$ cat src/inc/flash_guard_pkg.sv
// Shared constants and types for the flash write and erase guard
package flash_guard_pkg;

  ////////////////////////////////////////////////////////////////////////////
  // Special-function-register addresses seen by the core
  localparam logic [7:0] PROGRAM_STORE_CONTROL_ADDR = 8'h8F;  // Store control
  localparam logic [7:0] FLASH_LOCK_KEY_ADDR        = 8'hB6;  // Lock and key

  ////////////////////////////////////////////////////////////////////////////
  // Field positions in the store control register
  localparam int WRITE_ENABLE_BIT = 0;  // Program write enable
  localparam int ERASE_ENABLE_BIT = 1;  // Page erase enable

  ////////////////////////////////////////////////////////////////////////////
  // Unlock key values, in order
  localparam logic [7:0] KEY_FIRST  = 8'hA5;  // First key
  localparam logic [7:0] KEY_SECOND = 8'hF1;  // Second key

  ////////////////////////////////////////////////////////////////////////////
  // Read-back padding and reset values
  localparam logic [5:0] UPPER_ZERO    = 6'h00;  // Bits 7:2 read as zero
  localparam logic [1:0] CONTROL_RESET = 2'h0;   // Both enables clear
  localparam logic [7:0] RDATA_RESET   = 8'h00;  // Read data after reset

  ////////////////////////////////////////////////////////////////////////////
  // Lock state, encoded as read back from the lock-and-key register
  typedef enum logic [1:0] {
    LOCK_IDLE  = 2'b00,  // Locked, waiting for first key
    LOCK_FIRST = 2'b01,  // First key seen
    LOCK_OPEN  = 2'b10,  // One write or erase allowed
    LOCK_DEAD  = 2'b11   // Locked until reset
  } lock_state_type;

  localparam lock_state_type LOCK_RESET = LOCK_IDLE;  // State after reset

endpackage

$ cat src/logic/lock_key_fsm.sv
// Lock-and-key state machine that gates flash writes and erases
`timescale 1ns/1ps
module lock_key_fsm
  import flash_guard_pkg::*;
(
  input  wire logic           core_clk,    // System clock
  input  wire logic           nrst,        // Synchronous reset, active low
  input  wire logic           ce,          // Clock enable, freezes state
  input  wire logic           key_write,   // Core writes the key register
  input  wire logic [7:0]     key_value,   // Value written
  input  wire logic           op_start,    // Legal flash operation issued
  input  wire logic           op_illegal,  // Operation tried while closed
  input  wire logic           op_done,     // Flash reports completion
  output lock_state_type      lock_state,  // Current lock state
  output logic                busy         // Operation outstanding
);

  ////////////////////////////////////////////////////////////////////////////
  // All state in one record
  typedef struct packed {
    lock_state_type state;  // Lock state
    logic           busy;   // Operation in flight
  } fsm_type;

  fsm_type st_q;  // Registered state
  fsm_type st_d;  // Next state

  ////////////////////////////////////////////////////////////////////////////
  // Next-state logic; later assignments take priority
  always_comb begin
    st_d = st_q;
    // Key sequence
    if (key_write) begin
      unique case (st_q.state)
        LOCK_IDLE:  st_d.state = (key_value == KEY_FIRST) ? LOCK_FIRST : LOCK_DEAD;
        LOCK_FIRST: st_d.state = (key_value == KEY_SECOND) ? LOCK_OPEN : LOCK_DEAD;
        LOCK_OPEN:  st_d.state = LOCK_DEAD;  // A third key write is misuse
        LOCK_DEAD:  st_d.state = LOCK_DEAD;  // Sticky until reset
      endcase
    end
    // Mark the single permitted operation as running
    if (op_start) begin
      st_d.busy = 1'b1;
    end
    // Relock once that operation finishes
    if (op_done && st_q.busy) begin
      st_d.busy = 1'b0;
      if (st_d.state == LOCK_OPEN) begin
        st_d.state = LOCK_IDLE;
      end
    end
    // Misuse overrides every other lock-state update
    if (op_illegal) begin
      st_d.state = LOCK_DEAD;
    end
  end

  ////////////////////////////////////////////////////////////////////////////
  // State register, frozen while ce is low
  always_ff @(posedge core_clk) begin
    if (!nrst) begin
      st_q <= '{state: LOCK_RESET, busy: 1'b0};
    end else if (ce) begin
      st_q <= st_d;
    end
  end

  assign lock_state = st_q.state;
  assign busy       = st_q.busy;

endmodule

$ cat src/logic/flash_program_write_erase_guard.sv
// Flash program write and page erase guard with its two control registers
`timescale 1ns/1ps
module flash_program_write_erase_guard
  import flash_guard_pkg::*;
#(
  parameter int ADDR_W    = 16,  // Store address width
  parameter int PAGE_BITS = 9    // Low address bits inside one flash page
) (
  input  wire logic              core_clk,           // System clock, 250 MHz
  input  wire logic              nrst,               // Synchronous reset, active low
  input  wire logic              ce,                 // Clock enable
  input  wire logic [7:0]        sfr_addr,           // Register address
  input  wire logic              sfr_write,          // Register write strobe
  input  wire logic              sfr_read,           // Register read strobe
  input  wire logic [7:0]        sfr_wdata,          // Register write data
  output logic      [7:0]        sfr_rdata,          // Register read data
  input  wire logic              store_valid,        // External-data store instruction
  input  wire logic [ADDR_W-1:0] store_addr,         // Store address
  input  wire logic [7:0]        store_data,         // Store data
  input  wire logic              flash_done,         // Flash operation complete
  input  wire logic              supply_monitor_on,  // Supply monitor enabled
  input  wire logic              supply_reset_on,    // Monitor enabled as reset source
  output logic                   flash_write_req,    // Program one byte, pulse
  output logic                   flash_erase_req,    // Erase one page, pulse
  output logic      [ADDR_W-1:0] flash_addr,         // Flash address
  output logic      [7:0]        flash_data,         // Byte to program
  output logic                   xram_write_req,     // Ordinary data store, pulse
  output logic      [ADDR_W-1:0] xram_addr,          // Data memory address
  output logic      [7:0]        xram_data,          // Data memory byte
  output logic                   flash_error_reset   // Request device reset, pulse
);

  ////////////////////////////////////////////////////////////////////////////
  // All registered state of this module
  typedef struct packed {
    logic [1:0]        control;  // Erase enable and write enable
    logic [7:0]        rdata;    // Read data
    logic              fwr;      // Flash write pulse
    logic              fer;      // Flash erase pulse
    logic [ADDR_W-1:0] faddr;    // Flash address
    logic [7:0]        fdata;    // Flash data
    logic              xwr;      // Data memory write pulse
    logic [ADDR_W-1:0] xaddr;    // Data memory address
    logic [7:0]        xdata;    // Data memory data
    logic              ferr;     // Flash error reset pulse
  } guard_type;

  guard_type      st_q;        // Registered state
  guard_type      st_d;        // Next state
  lock_state_type lock_state;  // From the key machine
  logic           busy;        // Flash operation outstanding
  logic           key_write;   // Write to lock-and-key register
  logic           we;          // Program write enable
  logic           ee;          // Page erase enable
  logic           supply_ok;   // Both supply guards on
  logic           op_start;    // Legal operation this cycle
  logic           op_illegal;  // Attempt while closed

  ////////////////////////////////////////////////////////////////////////////
  // Decode of the current request
  // Key writes decode here so the machine sees one clean strobe
  assign key_write  = sfr_write && (sfr_addr == FLASH_LOCK_KEY_ADDR);
  assign we         = st_q.control[WRITE_ENABLE_BIT];
  assign ee         = st_q.control[ERASE_ENABLE_BIT];
  assign supply_ok  = supply_monitor_on && supply_reset_on;
  // Only one operation per unlock; a second while busy counts as misuse
  assign op_start   = store_valid && we && supply_ok && (lock_state == LOCK_OPEN) && !busy;
  // A supply fault takes the reset path, not the lock path
  assign op_illegal = store_valid && we && supply_ok && !((lock_state == LOCK_OPEN) && !busy);

  ////////////////////////////////////////////////////////////////////////////
  // Key sequence and relock machine
  lock_key_fsm u_lock (
    .core_clk   (core_clk),
    .nrst       (nrst),
    .ce         (ce),
    .key_write  (key_write),
    .key_value  (sfr_wdata),
    .op_start   (op_start),
    .op_illegal (op_illegal),
    .op_done    (flash_done),
    .lock_state (lock_state),
    .busy       (busy)
  );

  ////////////////////////////////////////////////////////////////////////////
  // Next-state logic for registers and store steering
  always_comb begin
    st_d      = st_q;
    // Pulses last one cycle
    st_d.fwr  = 1'b0;
    st_d.fer  = 1'b0;
    st_d.xwr  = 1'b0;
    st_d.ferr = 1'b0;
    // Control register write; upper bits are dropped
    if (sfr_write && (sfr_addr == PROGRAM_STORE_CONTROL_ADDR)) begin
      st_d.control = sfr_wdata[1:0];
    end
    // A read and a write in one cycle both act; the read shows old state
    // Register read; unmapped addresses answer zero
    if (sfr_read) begin
      if (sfr_addr == PROGRAM_STORE_CONTROL_ADDR) begin
        st_d.rdata = {UPPER_ZERO, st_q.control};
      end else if (sfr_addr == FLASH_LOCK_KEY_ADDR) begin
        st_d.rdata = {UPPER_ZERO, lock_state};
      end else begin
        st_d.rdata = RDATA_RESET;
      end
    end
    // Store steering
    // Priority: write enable, then supply guard, then the lock verdict
    if (store_valid) begin
      if (!we) begin
        // Ordinary store, flash untouched
        st_d.xwr   = 1'b1;
        st_d.xaddr = store_addr;
        st_d.xdata = store_data;
      end else if (!supply_ok) begin
        // Unsafe supply: reset the device rather than touch flash
        st_d.ferr = 1'b1;
      end else if (op_start) begin
        if (ee) begin
          // Page erase; data byte is irrelevant
          st_d.fer   = 1'b1;
          st_d.faddr = {store_addr[ADDR_W-1:PAGE_BITS], {PAGE_BITS{1'b0}}};
        end else begin
          // Single byte program; software erases first
          st_d.fwr   = 1'b1;
          st_d.faddr = store_addr;
          st_d.fdata = store_data;
        end
      end
    end
  end

  ////////////////////////////////////////////////////////////////////////////
  // State register, frozen while ce is low
  // Reset wins over ce so a frozen block still comes out clean
  always_ff @(posedge core_clk) begin
    if (!nrst) begin
      st_q <= '{control: CONTROL_RESET, rdata: RDATA_RESET, default: '0};
    end else if (ce) begin
      st_q <= st_d;
    end
  end

  ////////////////////////////////////////////////////////////////////////////
  // Outputs straight from flip-flops
  // No logic between these registers and the pins, so timing stays simple
  assign sfr_rdata         = st_q.rdata;
  assign flash_write_req   = st_q.fwr;
  assign flash_erase_req   = st_q.fer;
  assign flash_addr        = st_q.faddr;
  assign flash_data        = st_q.fdata;
  assign xram_write_req    = st_q.xwr;
  assign xram_addr         = st_q.xaddr;
  assign xram_data         = st_q.xdata;
  assign flash_error_reset = st_q.ferr;
endmodule

$ cat config.mk
export PLATFORM = sky130hd
export DESIGN_NAME = flash_program_write_erase_guard
export DESIGN_NICKNAME = d
export VERILOG_FILES = /design/src/inc/flash_guard_pkg.sv /design/src/logic/lock_key_fsm.sv /design/src/logic/flash_program_write_erase_guard.sv
export SDC_FILE = /design/constraint.sdc
export NUM_CORES = 1
export LEC_CHECK = 0
export BUFFER_PORTS_ARGS = -buffer_cell sky130_fd_sc_hd__buf_4
export CORE_UTILIZATION = 53
export DETAILED_ROUTE_END_ITERATION = 16
export PLACE_DENSITY = 0.86
export SYNTH_ARGS = -nofsm -noshare
export SYNTH_HDL_FRONTEND = slang
export SYNTH_SLANG_ARGS = --single-unit
$ cat constraint.sdc
create_clock -name core_clk -period 3.2 [get_ports core_clk]
set_input_delay 0.96 -clock core_clk [delete_from_list [all_inputs] [get_ports core_clk]]
set_output_delay 0.96 -clock core_clk [all_outputs]
set_load 0.02 [all_outputs]
After elaboration in Yosys (flattened, before gate mapping) --
Index checks and enable logic that the tools add are counted.
Storage, ports and cells: flip-flop bits (word level) 65, bits of input ports 49, output and inout port bits 60, logic and storage cells 64
Operators by class: eq/ne operators 8, multiplexer cells 21, bitwise gates (word level) 2, reduce and logical (&&, ||, !) cells 21
Operators by type and width (number):
- 26-bit 2-to-1 mux | 3
- 52-bit 2-to-1 mux | 1
- 8-bit equality test (second input constant) | 4
- 25-bit 2-to-1 mux | 1
- 2-bit 2-to-1 mux | 6
- 1-bit logical AND | 10
- 9-bit 2-to-1 mux | 1
- 8-bit 2-to-1 mux | 1
- 2-bit equality test (second input constant) | 3
- 1-bit 2-to-1 mux | 6
- 2-bit one-hot mux with 3 select lines | 1
- 2-bit AND reduction | 3
- 6-bit AND reduction | 1
- 5-bit AND reduction | 1
- 3-bit 2-to-1 mux | 1
- 3-bit AND reduction | 1
- 2-bit by 1-bit equality test with 1-bit output (second input constant) | 1
- 1-bit logical NOT | 2
- 2-bit logical NOT | 1
- 1-bit NOT | 2
- 2-bit nonzero test | 1
- 2-bit OR reduction | 1

Logic depth before layout (Yosys ltp) --
Gate-level depths: netlist (run 1).
depth in word-level cells 8, depth in mapped cells 6, mapped depth without buffers 4

Hierarchy --
From an unflattened synthesis (run 1), not the netlist that was laid out.
Second synthesis, totals: cell total of the unflattened synthesis 346, area total of the unflattened synthesis 2871.5 um^2
By module, submodules not included:
- flash_program_write_erase_guard | instances 1, cells each 323, area each 2681.3 um^2, seq. area each 1121.1 um^2
- lock_key_fsm | instances 1, cells each 23, area each 190.2 um^2, seq. area each 60.1 um^2

Least setup slack after synthesis (run 1) --
Ideal clock, no wire load.
path kind input port to flip-flop, start point input sfr_wdata[2], end point register u_lock.st_q (netlist bit u_lock.lock_state[1]), library setup time 0.136 ns, data arrival time 1.843 ns, required time 3.064 ns, slack 1.221 ns, stages 4, buffers on the path 0, cells stage by stage and4bb_2 -> nand4b_1 -> a2111oi_2 -> a311oi_1
On the way: word-level cells in the longest chain between the ends 8, elaborated cells on any way between the ends 10, those cells by class eq/ne: 3; mux: 7
RTL lines:
- start: declaration | RTL line flash_program_write_erase_guard.sv:15 | input wire logic [7:0] sfr_wdata,
- 8-bit equality test, on equally long branches | RTL line lock_key_fsm.sv:36, lock_key_fsm.sv:35
- 1-bit 2-to-1 mux or 2-bit 2-to-1 mux (tied branches) | RTL line lock_key_fsm.sv:36, lock_key_fsm.sv:35
- 2-bit one-hot mux with 3 select lines (*) | RTL line lock_key_fsm.sv:34 | unique case (st_q.state)
- 2-bit 2-to-1 mux (*) | RTL line lock_key_fsm.sv:33 | if (key_write) begin
- 2-bit equality test | RTL line lock_key_fsm.sv:48 | if (st_d.state == LOCK_OPEN) begin
- 2-bit 2-to-1 mux | RTL line lock_key_fsm.sv:48
- 3-bit 2-to-1 mux (*) | RTL line lock_key_fsm.sv:46 | if (op_done && st_q.busy) begin
- 2-bit 2-to-1 mux (*) | RTL line lock_key_fsm.sv:53 | if (op_illegal) begin
- end signal: assignment | RTL line lock_key_fsm.sv:62 | st_q <= '{state: LOCK_RESET, busy: 1'b0};
- end signal: assignment | RTL line lock_key_fsm.sv:64 | st_q <= st_d;
- end: declaration | RTL line lock_key_fsm.sv:25 | fsm_type st_q;
Every way passes the cells marked *; elsewhere a longest branch is shown, timed or not. A chain may end at the register's enable or synchronous reset.

Worst setup path in the final report (run 1) --
start point input ce, end point register st_q (netlist bit flash_data[1])
On the way: word-level cells in the longest chain between the ends 1
RTL lines:
- start: declaration | RTL line flash_program_write_erase_guard.sv:11 | input wire logic ce,
- 6-bit AND reduction (no line)
- end signal: assignment | RTL line flash_program_write_erase_guard.sv:143 | st_q <= st_d;
- end: declaration | RTL line flash_program_write_erase_guard.sv:48 | guard_type st_q;
No other way between the ends.

==> results of run 1 <==
-- flip-flops by register name, indices dropped and copies added (netlist names), 2 cells and up --
name               count
xram_addr             16
u_lock.lock_state      2
flash_addr            16
sfr_rdata              2
flash_data             8
xram_data              8
-- cells by family after synthesis --
group,after synthesis,share of synthesized area [%]
flip-flops,59,41.2
buffers and inverters,75,17.9
other,1,0.131
AO/OA/AOI/OAI,72,17.8
AND/OR/NAND/NOR,123,22.3
multiplexers,2,0.699
-- stage by stage --
stage / cell area (sq um) / cells / setup WS, ns
finish: 3440 / 452 / 1.15
global route: 3440 / 452 / 0.996
CTS: 3440 / 452 / 1.18
detailed placement: 3240 / 436 / 0.824
global placement: 3240 / 436 / 0.888
floorplan: 2880 / 337 / 1.22
-- worst max-delay path by stage --
stage / from / endpoint / slack, ns / cells after the start
3_3_place_gp: ce / flash_data[4]$_SDFFE_PN0P_ / 0.89 / 5
6_report: ce / flash_data[1]$_SDFFE_PN0P_ / 1.15 / 5
4_1_cts: ce / flash_addr[14]$_SDFFE_PN0P_ / 1.18 / 5
3_5_place_dp: ce / flash_addr[14]$_SDFFE_PN0P_ / 0.82 / 5
2_1_floorplan: sfr_wdata[2] / u_lock.lock_state[1]$_SDFFE_PN0P_ / 1.22 / 4
5_1_grt: ce / flash_data[1]$_SDFFE_PN0P_ / 1.0 / 5
-- routing by layer --
layer / vias up / GRT usage (%)
li1: 1132 / -
met1: 1052 / 24.8
met2: 81 / 41.2
met3: 12 / 7.80
met4: 0 / 8.85
met5: - / 0
-- cells in the final DEF, fill, tap and decap left out, types with 3 or more instances in the layout --
| cell | n |
|---|---|
| nand2_1 | 83 |
| conb_1 | 6 |
| a21boi_1 | 8 |
| a21boi_0 | 43 |
| dfxtp_1 | 59 |
| nand4_1 | 3 |
| o21ai_0 | 10 |
| a21oi_1 | 3 |
| nand2b_1 | 3 |
| nand3b_1 | 11 |
| buf_4 | 103 |
| nor2b_1 | 6 |
| o21ai_1 | 3 |
| clkbuf_8 | 9 |
-- power groups by stage --
stage               clock [mW]  combinational, mW  sequential (mW)
finish                   0.722              0.157            0.758
global route             0.780              0.171            0.760
CTS                      0.739              0.158            0.758
detailed placement           0              0.158            0.775
global placement             0              0.155            0.774
floorplan                    0             0.0969            0.773
-- worst register-to-register path: stages, from the launching register on --
cell	delay (ns)
dfxtp_1	0.44
nand4_2	0.21
or2_1	0.57
o21ai_0	0.29
a21boi_0	0.12
-- area by class of cell --
class / count / share of cell area, %
Tap cell: 70 / 2.54
Multi-Input combinational cell: 203 / 34.5
Timing Repair Buffer: 103 / 22.4
Clock buffer: 11 / 3.81
Inverter: 1 / 0.109
Sequential cell: 59 / 34.3
Clock inverter: 5 / 2.25
==> out/results.tsv, run 1 <==
metric	value	unit
outcome	completed	
hpwl	4280	microns
number_of_hold_violations_in_the_final_report	0	
diodes	0	
number_of_filler_instances_in_the_final_layout	456	
synth.cell_area	2860	sq um
synth_sequential_area_ratio	41.2	%
cts.repair.resized	0	
synthDominantCellAreaShare	41.2	%
synth_top_cells_by_area	dfxtp_1 41%, buf_4 15%, a21boi_0 11%	
design_power_total	1.64	mW
postCtsSetupRepairBufs	0	
rsz0062_at_grt	false	
h-tree-depth	3	
postRouteAntennaNets	0	
power.net_switching	0.372	mW
vdd_ir_drop_max	0.000322	V
drt-wirelength-per-cell	13.6	microns
seqPwrFrac	46.3	%
timing.final.max_slew_violations	0	
clk_network_pwr_share	44.1	%
final_critical_path_share_of_the_clock_period	64.0	%
clk_pin_slew	0.07	ns
worst_path_max_delay_cell	or2_1	
met2RoutedLength	3170	microns
post-synth-top-count-cell	nand2_1	
globalRouteOverflowTotal	0	
ios	109	
finalWeightedCongestion	0.820	
p_per_area	475	nW/um^2
hold_slack	0.452	ns
worst_ep_required_time	3.45	ns
clock_tree_from_tritoncts	done	
grt_max_degree	61	
first_pass_iters	4	
synth_cell_type_count	36	
io_buffers	102	
route.detailed.drc	0	
slew_headroom	41.6	%
fin_util	67.0	%
via_per_inst	5.04	
clkLatencyLatePin	0.34	ns
path_category_of_the_worst_min_delay_check	reg -> reg	
worstMarginPinSlew	0.876	ns
critPathLaunchType	primary input	
grt_pass1_wl	9520	microns
synthCells	332	
synth_top_flop_cell	dfxtp_1	
post_synthesis_area_per_instance	8.63	sq um
area_growth_syn_to_layout	20.3	%
final_layout_size_suffix_gt1_share	32.5	%
wl_met1	2490	microns
hold_path_stages	2	
number_of_enable_type_register_cells_in_the_synthesized_netlist	0	
finalSetupViolations	0	
combPwrFrac	9.6	%
die_area	5700	sq um
worst_path_dominant_cell_family	simple AND/OR/NAND/NOR gates	
multi_input_comb_area	1190	sq um
reg2reg_start	st_q[60]$_SDFFE_PN0P_	
hold_path.startpoint	xram_addr[11]$_SDFFE_PN0P_	
hold_end	xram_addr[11]$_SDFFE_PN0P_	
cts_num_sinks	59	
floorplan.initialDensity	55.7	%
routed.top_layer	met4	
numCtsBuffers	9	
crit_path_max_incr_delay	0.63	ns
arrival	2.30	ns
timing.setup.critical_path_class	in -> reg	
timing.critical_path.buf_inv	1	
drt_iter0_markers	94	
rows	26	
root_buffer	clkbuf_8	
worstSetupEndpointType	register	
ys_seq_elements	59	
power_report.internal_total	1.26	mW
async_reset_ff_share	0	%
r2r_setup_slack	1.43	ns
ctsLongestPathBuffers	2	
worst-r2r-cell-count	4	
worstPathMaxFanout	25	
grt_usage	22.9	%
fp.dieW	75.5	microns
wl_met3	399	microns
path_cells	buf_4, nand4bb_4, or2_1, o21ai_0, a21boi_0	
timing.rr.end	flash_data[1]$_SDFFE_PN0P_	
fmax	0.488	GHz
routed_wl	6170	microns
clock-skew-final	0.0124	ns
regArea	1180	sq um
fin_tns_setup	0	ns
via_count_of_the_first_global_routing_pass	2121	
yosys-top-cells-count	83 x nand2_1, 59 x dfxtp_1, 58 x buf_4, 43 x a21boi_0	
number_of_antenna_violations_at_the_first_check_in_global_routing	0	
design.final.nets	426	
layout_min_cycle_time	2.05	ns
chipHeight	75.5	microns
synth_area_leader_cell	dfxtp_1	
ys.warnings.count	0	
core_area	5140	sq um
p_leak	1.42	nW
switching_share	22.7	%
timing.max_cap.violations	0	
num_vias	2277	
hold_buffers	0	
No activity file was read; power rests on OpenSTA's default activity.
==> run 2: changes to the inputs <==
--- a/config.mk
+++ b/config.mk
@@ -6,9 +6,9 @@
 export NUM_CORES = 1
 export LEC_CHECK = 0
 export BUFFER_PORTS_ARGS = -buffer_cell sky130_fd_sc_hd__buf_4
-export CORE_UTILIZATION = 53
+export CORE_UTILIZATION = 49
 export DETAILED_ROUTE_END_ITERATION = 16
-export PLACE_DENSITY = 0.86
+export PLACE_DENSITY = 0.81
 export SYNTH_ARGS = -nofsm -noshare
 export SYNTH_HDL_FRONTEND = slang
 export SYNTH_SLANG_ARGS = --single-unit
==> constraint.sdc (replaced) <==
create_clock -name core_clk -period 2.1 [get_ports core_clk]
set_input_delay 0.63 -clock core_clk [delete_from_list [all_inputs] [get_ports core_clk]]
set_output_delay 0.63 -clock core_clk [all_outputs]
set_load 0.02 [all_outputs]
==> run 2 against run 1 <==
  * Combinational power grew 54%
  * Cell count grew 1.8%
  * Routed wire length shrank 0.57%
  * Utilization shrank 4.2 points
  * Die area grew 7.9%
  * Clock skew shrank 0.0081 ns
  * Final area grew 1.6%
  * Worst setup slack lost 0.55 ns
  * Via count grew 2.1%
  * Non-clock buffer count grew 6
  * Critical path depth is the same
  * Sequential share of layout area shrank 0.54 points
  * Critical endpoint is now flash_data[3]$_SDFFE_PN0P_
  * Highest routed layer unchanged
==> out/results.tsv, run 2 (synthesized netlist as in run 1, its figures left out) <==
metric	value	unit	change
fp.dieW	78.5	microns	was 75.5 microns
layout_common_cells	109 x buf_4, 83 x nand2_1, 59 x dfxtp_1		was 103 x buf_4, 83 x nand2_1, 59 x dfxtp_1
drt_iter0_markers	102		was 94
timing.max_cap.violations	0		unchanged
design.final.nets	432		was 426
num_vias	2324		was 2277
worstPathMaxFanout	8		was 25
p_per_area	718	nW/um^2	was 475 nW/um^2
seqPwrFrac	46.0	%	was 46.3%
route.detailed.drc	0		unchanged
clock-skew-final	0.00426	ns	was 0.0124 ns
cts.repair.resized	0		unchanged
postCtsSetupRepairBufs	0		unchanged
power.net_switching	0.585	mW	was 0.372 mW
r2r_setup_slack	0.60	ns	was 1.43 ns
rsz0062_at_grt	false		unchanged
p_leak	1.45	nW	was 1.42 nW
finalSetupViolations	0		unchanged
ctsLongestPathBuffers	2		unchanged
diodes	0		unchanged
grt_usage	21.5	%	was 22.9%
worstSetupEndpointType	register		unchanged
grt_max_degree	61		unchanged
via_per_inst	5.05		was 5.04
timing.setup.critical_path_class	reg -> reg		was in -> reg
rows	27		was 26
grt_pass1_wl	10300	microns	was 9520 microns
finalWeightedCongestion	0.764		was 0.820
final_layout_size_suffix_gt1_share	34.0	%	was 32.5%
via_count_of_the_first_global_routing_pass	2251		was 2121
combPwrFrac	9.6	%	about the same
chipHeight	78.5	microns	was 75.5 microns
drt-wirelength-per-cell	13.3	microns	was 13.6 microns
clock_tree_from_tritoncts	done		unchanged
ios	109		unchanged
final_critical_path_share_of_the_clock_period	71.3	%	
hold_slack	0.454	ns	was 0.452 ns
worst_ep_required_time	2.31	ns	was 3.45 ns
numCtsBuffers	9		unchanged
hpwl	4340	microns	was 4280 microns
hold_buffers	0		unchanged
switching_share	23.3	%	was 22.7%
layout_min_cycle_time	1.50	ns	
floorplan.initialDensity	51.4	%	was 55.7%
io_buffers	102		unchanged
power_report.internal_total	1.93	mW	was 1.26 mW
first_pass_iters	4		unchanged
postRouteAntennaNets	0		unchanged
clkLatencyLatePin	0.33	ns	was 0.34 ns
fin_tns_setup	0	ns	unchanged
outcome	completed		unchanged
vdd_ir_drop_max	0.000585	V	was 0.000322 V
h-tree-depth	3		unchanged
root_buffer	clkbuf_8		unchanged
arrival	1.70	ns	was 2.30 ns
critPathLaunchType	register		was primary input
path_category_of_the_worst_min_delay_check	reg -> reg		unchanged
globalRouteOverflowTotal	0		unchanged
number_of_hold_violations_in_the_final_report	0		unchanged
clk_network_pwr_share	44.4	%	was 44.1%
layout_commonest_cell	buf_4		unchanged
fmax	0.668	GHz	
routed_wl	6130	microns	was 6170 microns
number_of_antenna_violations_at_the_first_check_in_global_routing	0		unchanged
timing.final.max_slew_violations	0		unchanged
clk_pin_slew	0.07	ns	about the same
die_area	6150	sq um	was 5700 sq um
core_area	5570	sq um	was 5140 sq um
cts_num_sinks	59		unchanged
area_growth_syn_to_layout	22.2	%	was 20.3%
==> run 2: changes by cell type in the layout (fill, tap and decap cells not counted) <==
cell,previous run,this run
buf_4,103,109
clkinvlp_4,1,3
clkbuf_1,2,0
==> run 2: worst max-delay path: stages (launching register included) <==
cell and delay, ns:
dfxtp_1 0.43, nand4_2 0.23, or2_1 0.30, buf_4 0.17, o21ai_0 0.14, a21boi_0 0.10
==> run 2: path summary, 6_finish.rpt <==
check | start | to | cells after the start
setup / recovery | st_q[60]$_SDFFE_PN0P_ | flash_data[3]$_SDFFE_PN0P_ | 5
setup reg to reg | st_q[60]$_SDFFE_PN0P_ | flash_data[3]$_SDFFE_PN0P_ | 5
hold reg to reg | xram_addr[11]$_SDFFE_PN0P_ | xram_addr[11]$_SDFFE_PN0P_ | 2
hold / removal | xram_addr[11]$_SDFFE_PN0P_ | xram_addr[11]$_SDFFE_PN0P_ | 2
==> run 2: stage by stage <==
stage	setup slack [ns]	util [%]	power [mW]	cells	cell area, sq um
CTS	0.599	62.8	2.55	460	3500
global route	0.461	62.8	2.62	460	3500
finish	0.603	62.8	2.51	460	3500
detailed placement	0.286	58.9	1.42	444	3280
floorplan	0.451	-	1.33	337	2880
global placement	0.297	58.9	1.42	444	3280
==> run 2: area by class of cell <==
| type | instances | area [sq um] |
|---|---|---|
| Fill cell | 504 | 2070 |
| Multi-Input combinational cell | 203 | 1190 |
| Sequential cell | 59 | 1180 |
| Timing Repair Buffer | 109 | 818 |
| Clock buffer | 9 | 124 |
| Clock inverter | 7 | 92.6 |
| Tap cell | 72 | 90.1 |
| Inverter | 1 | 3.75 |
==> run 2: metal layers <==
metal | GRT usage (%) | wire length [microns]
met1 | 24.1 | 2680
met2 | 38.3 | 3010
met3 | 4.65 | 362
met4 | 10.4 | 76
met5 | 0 | 0
==> run 2: power by group through the flow <==
stage	Clock [mW]	Combinational, mW	Sequential [mW]
CTS	1.15	0.244	1.15
global route	1.20	0.264	1.16
floorplan	0	0.148	1.18
global placement	0	0.239	1.18
finish	1.12	0.241	1.15
detailed placement	0	0.243	1.18
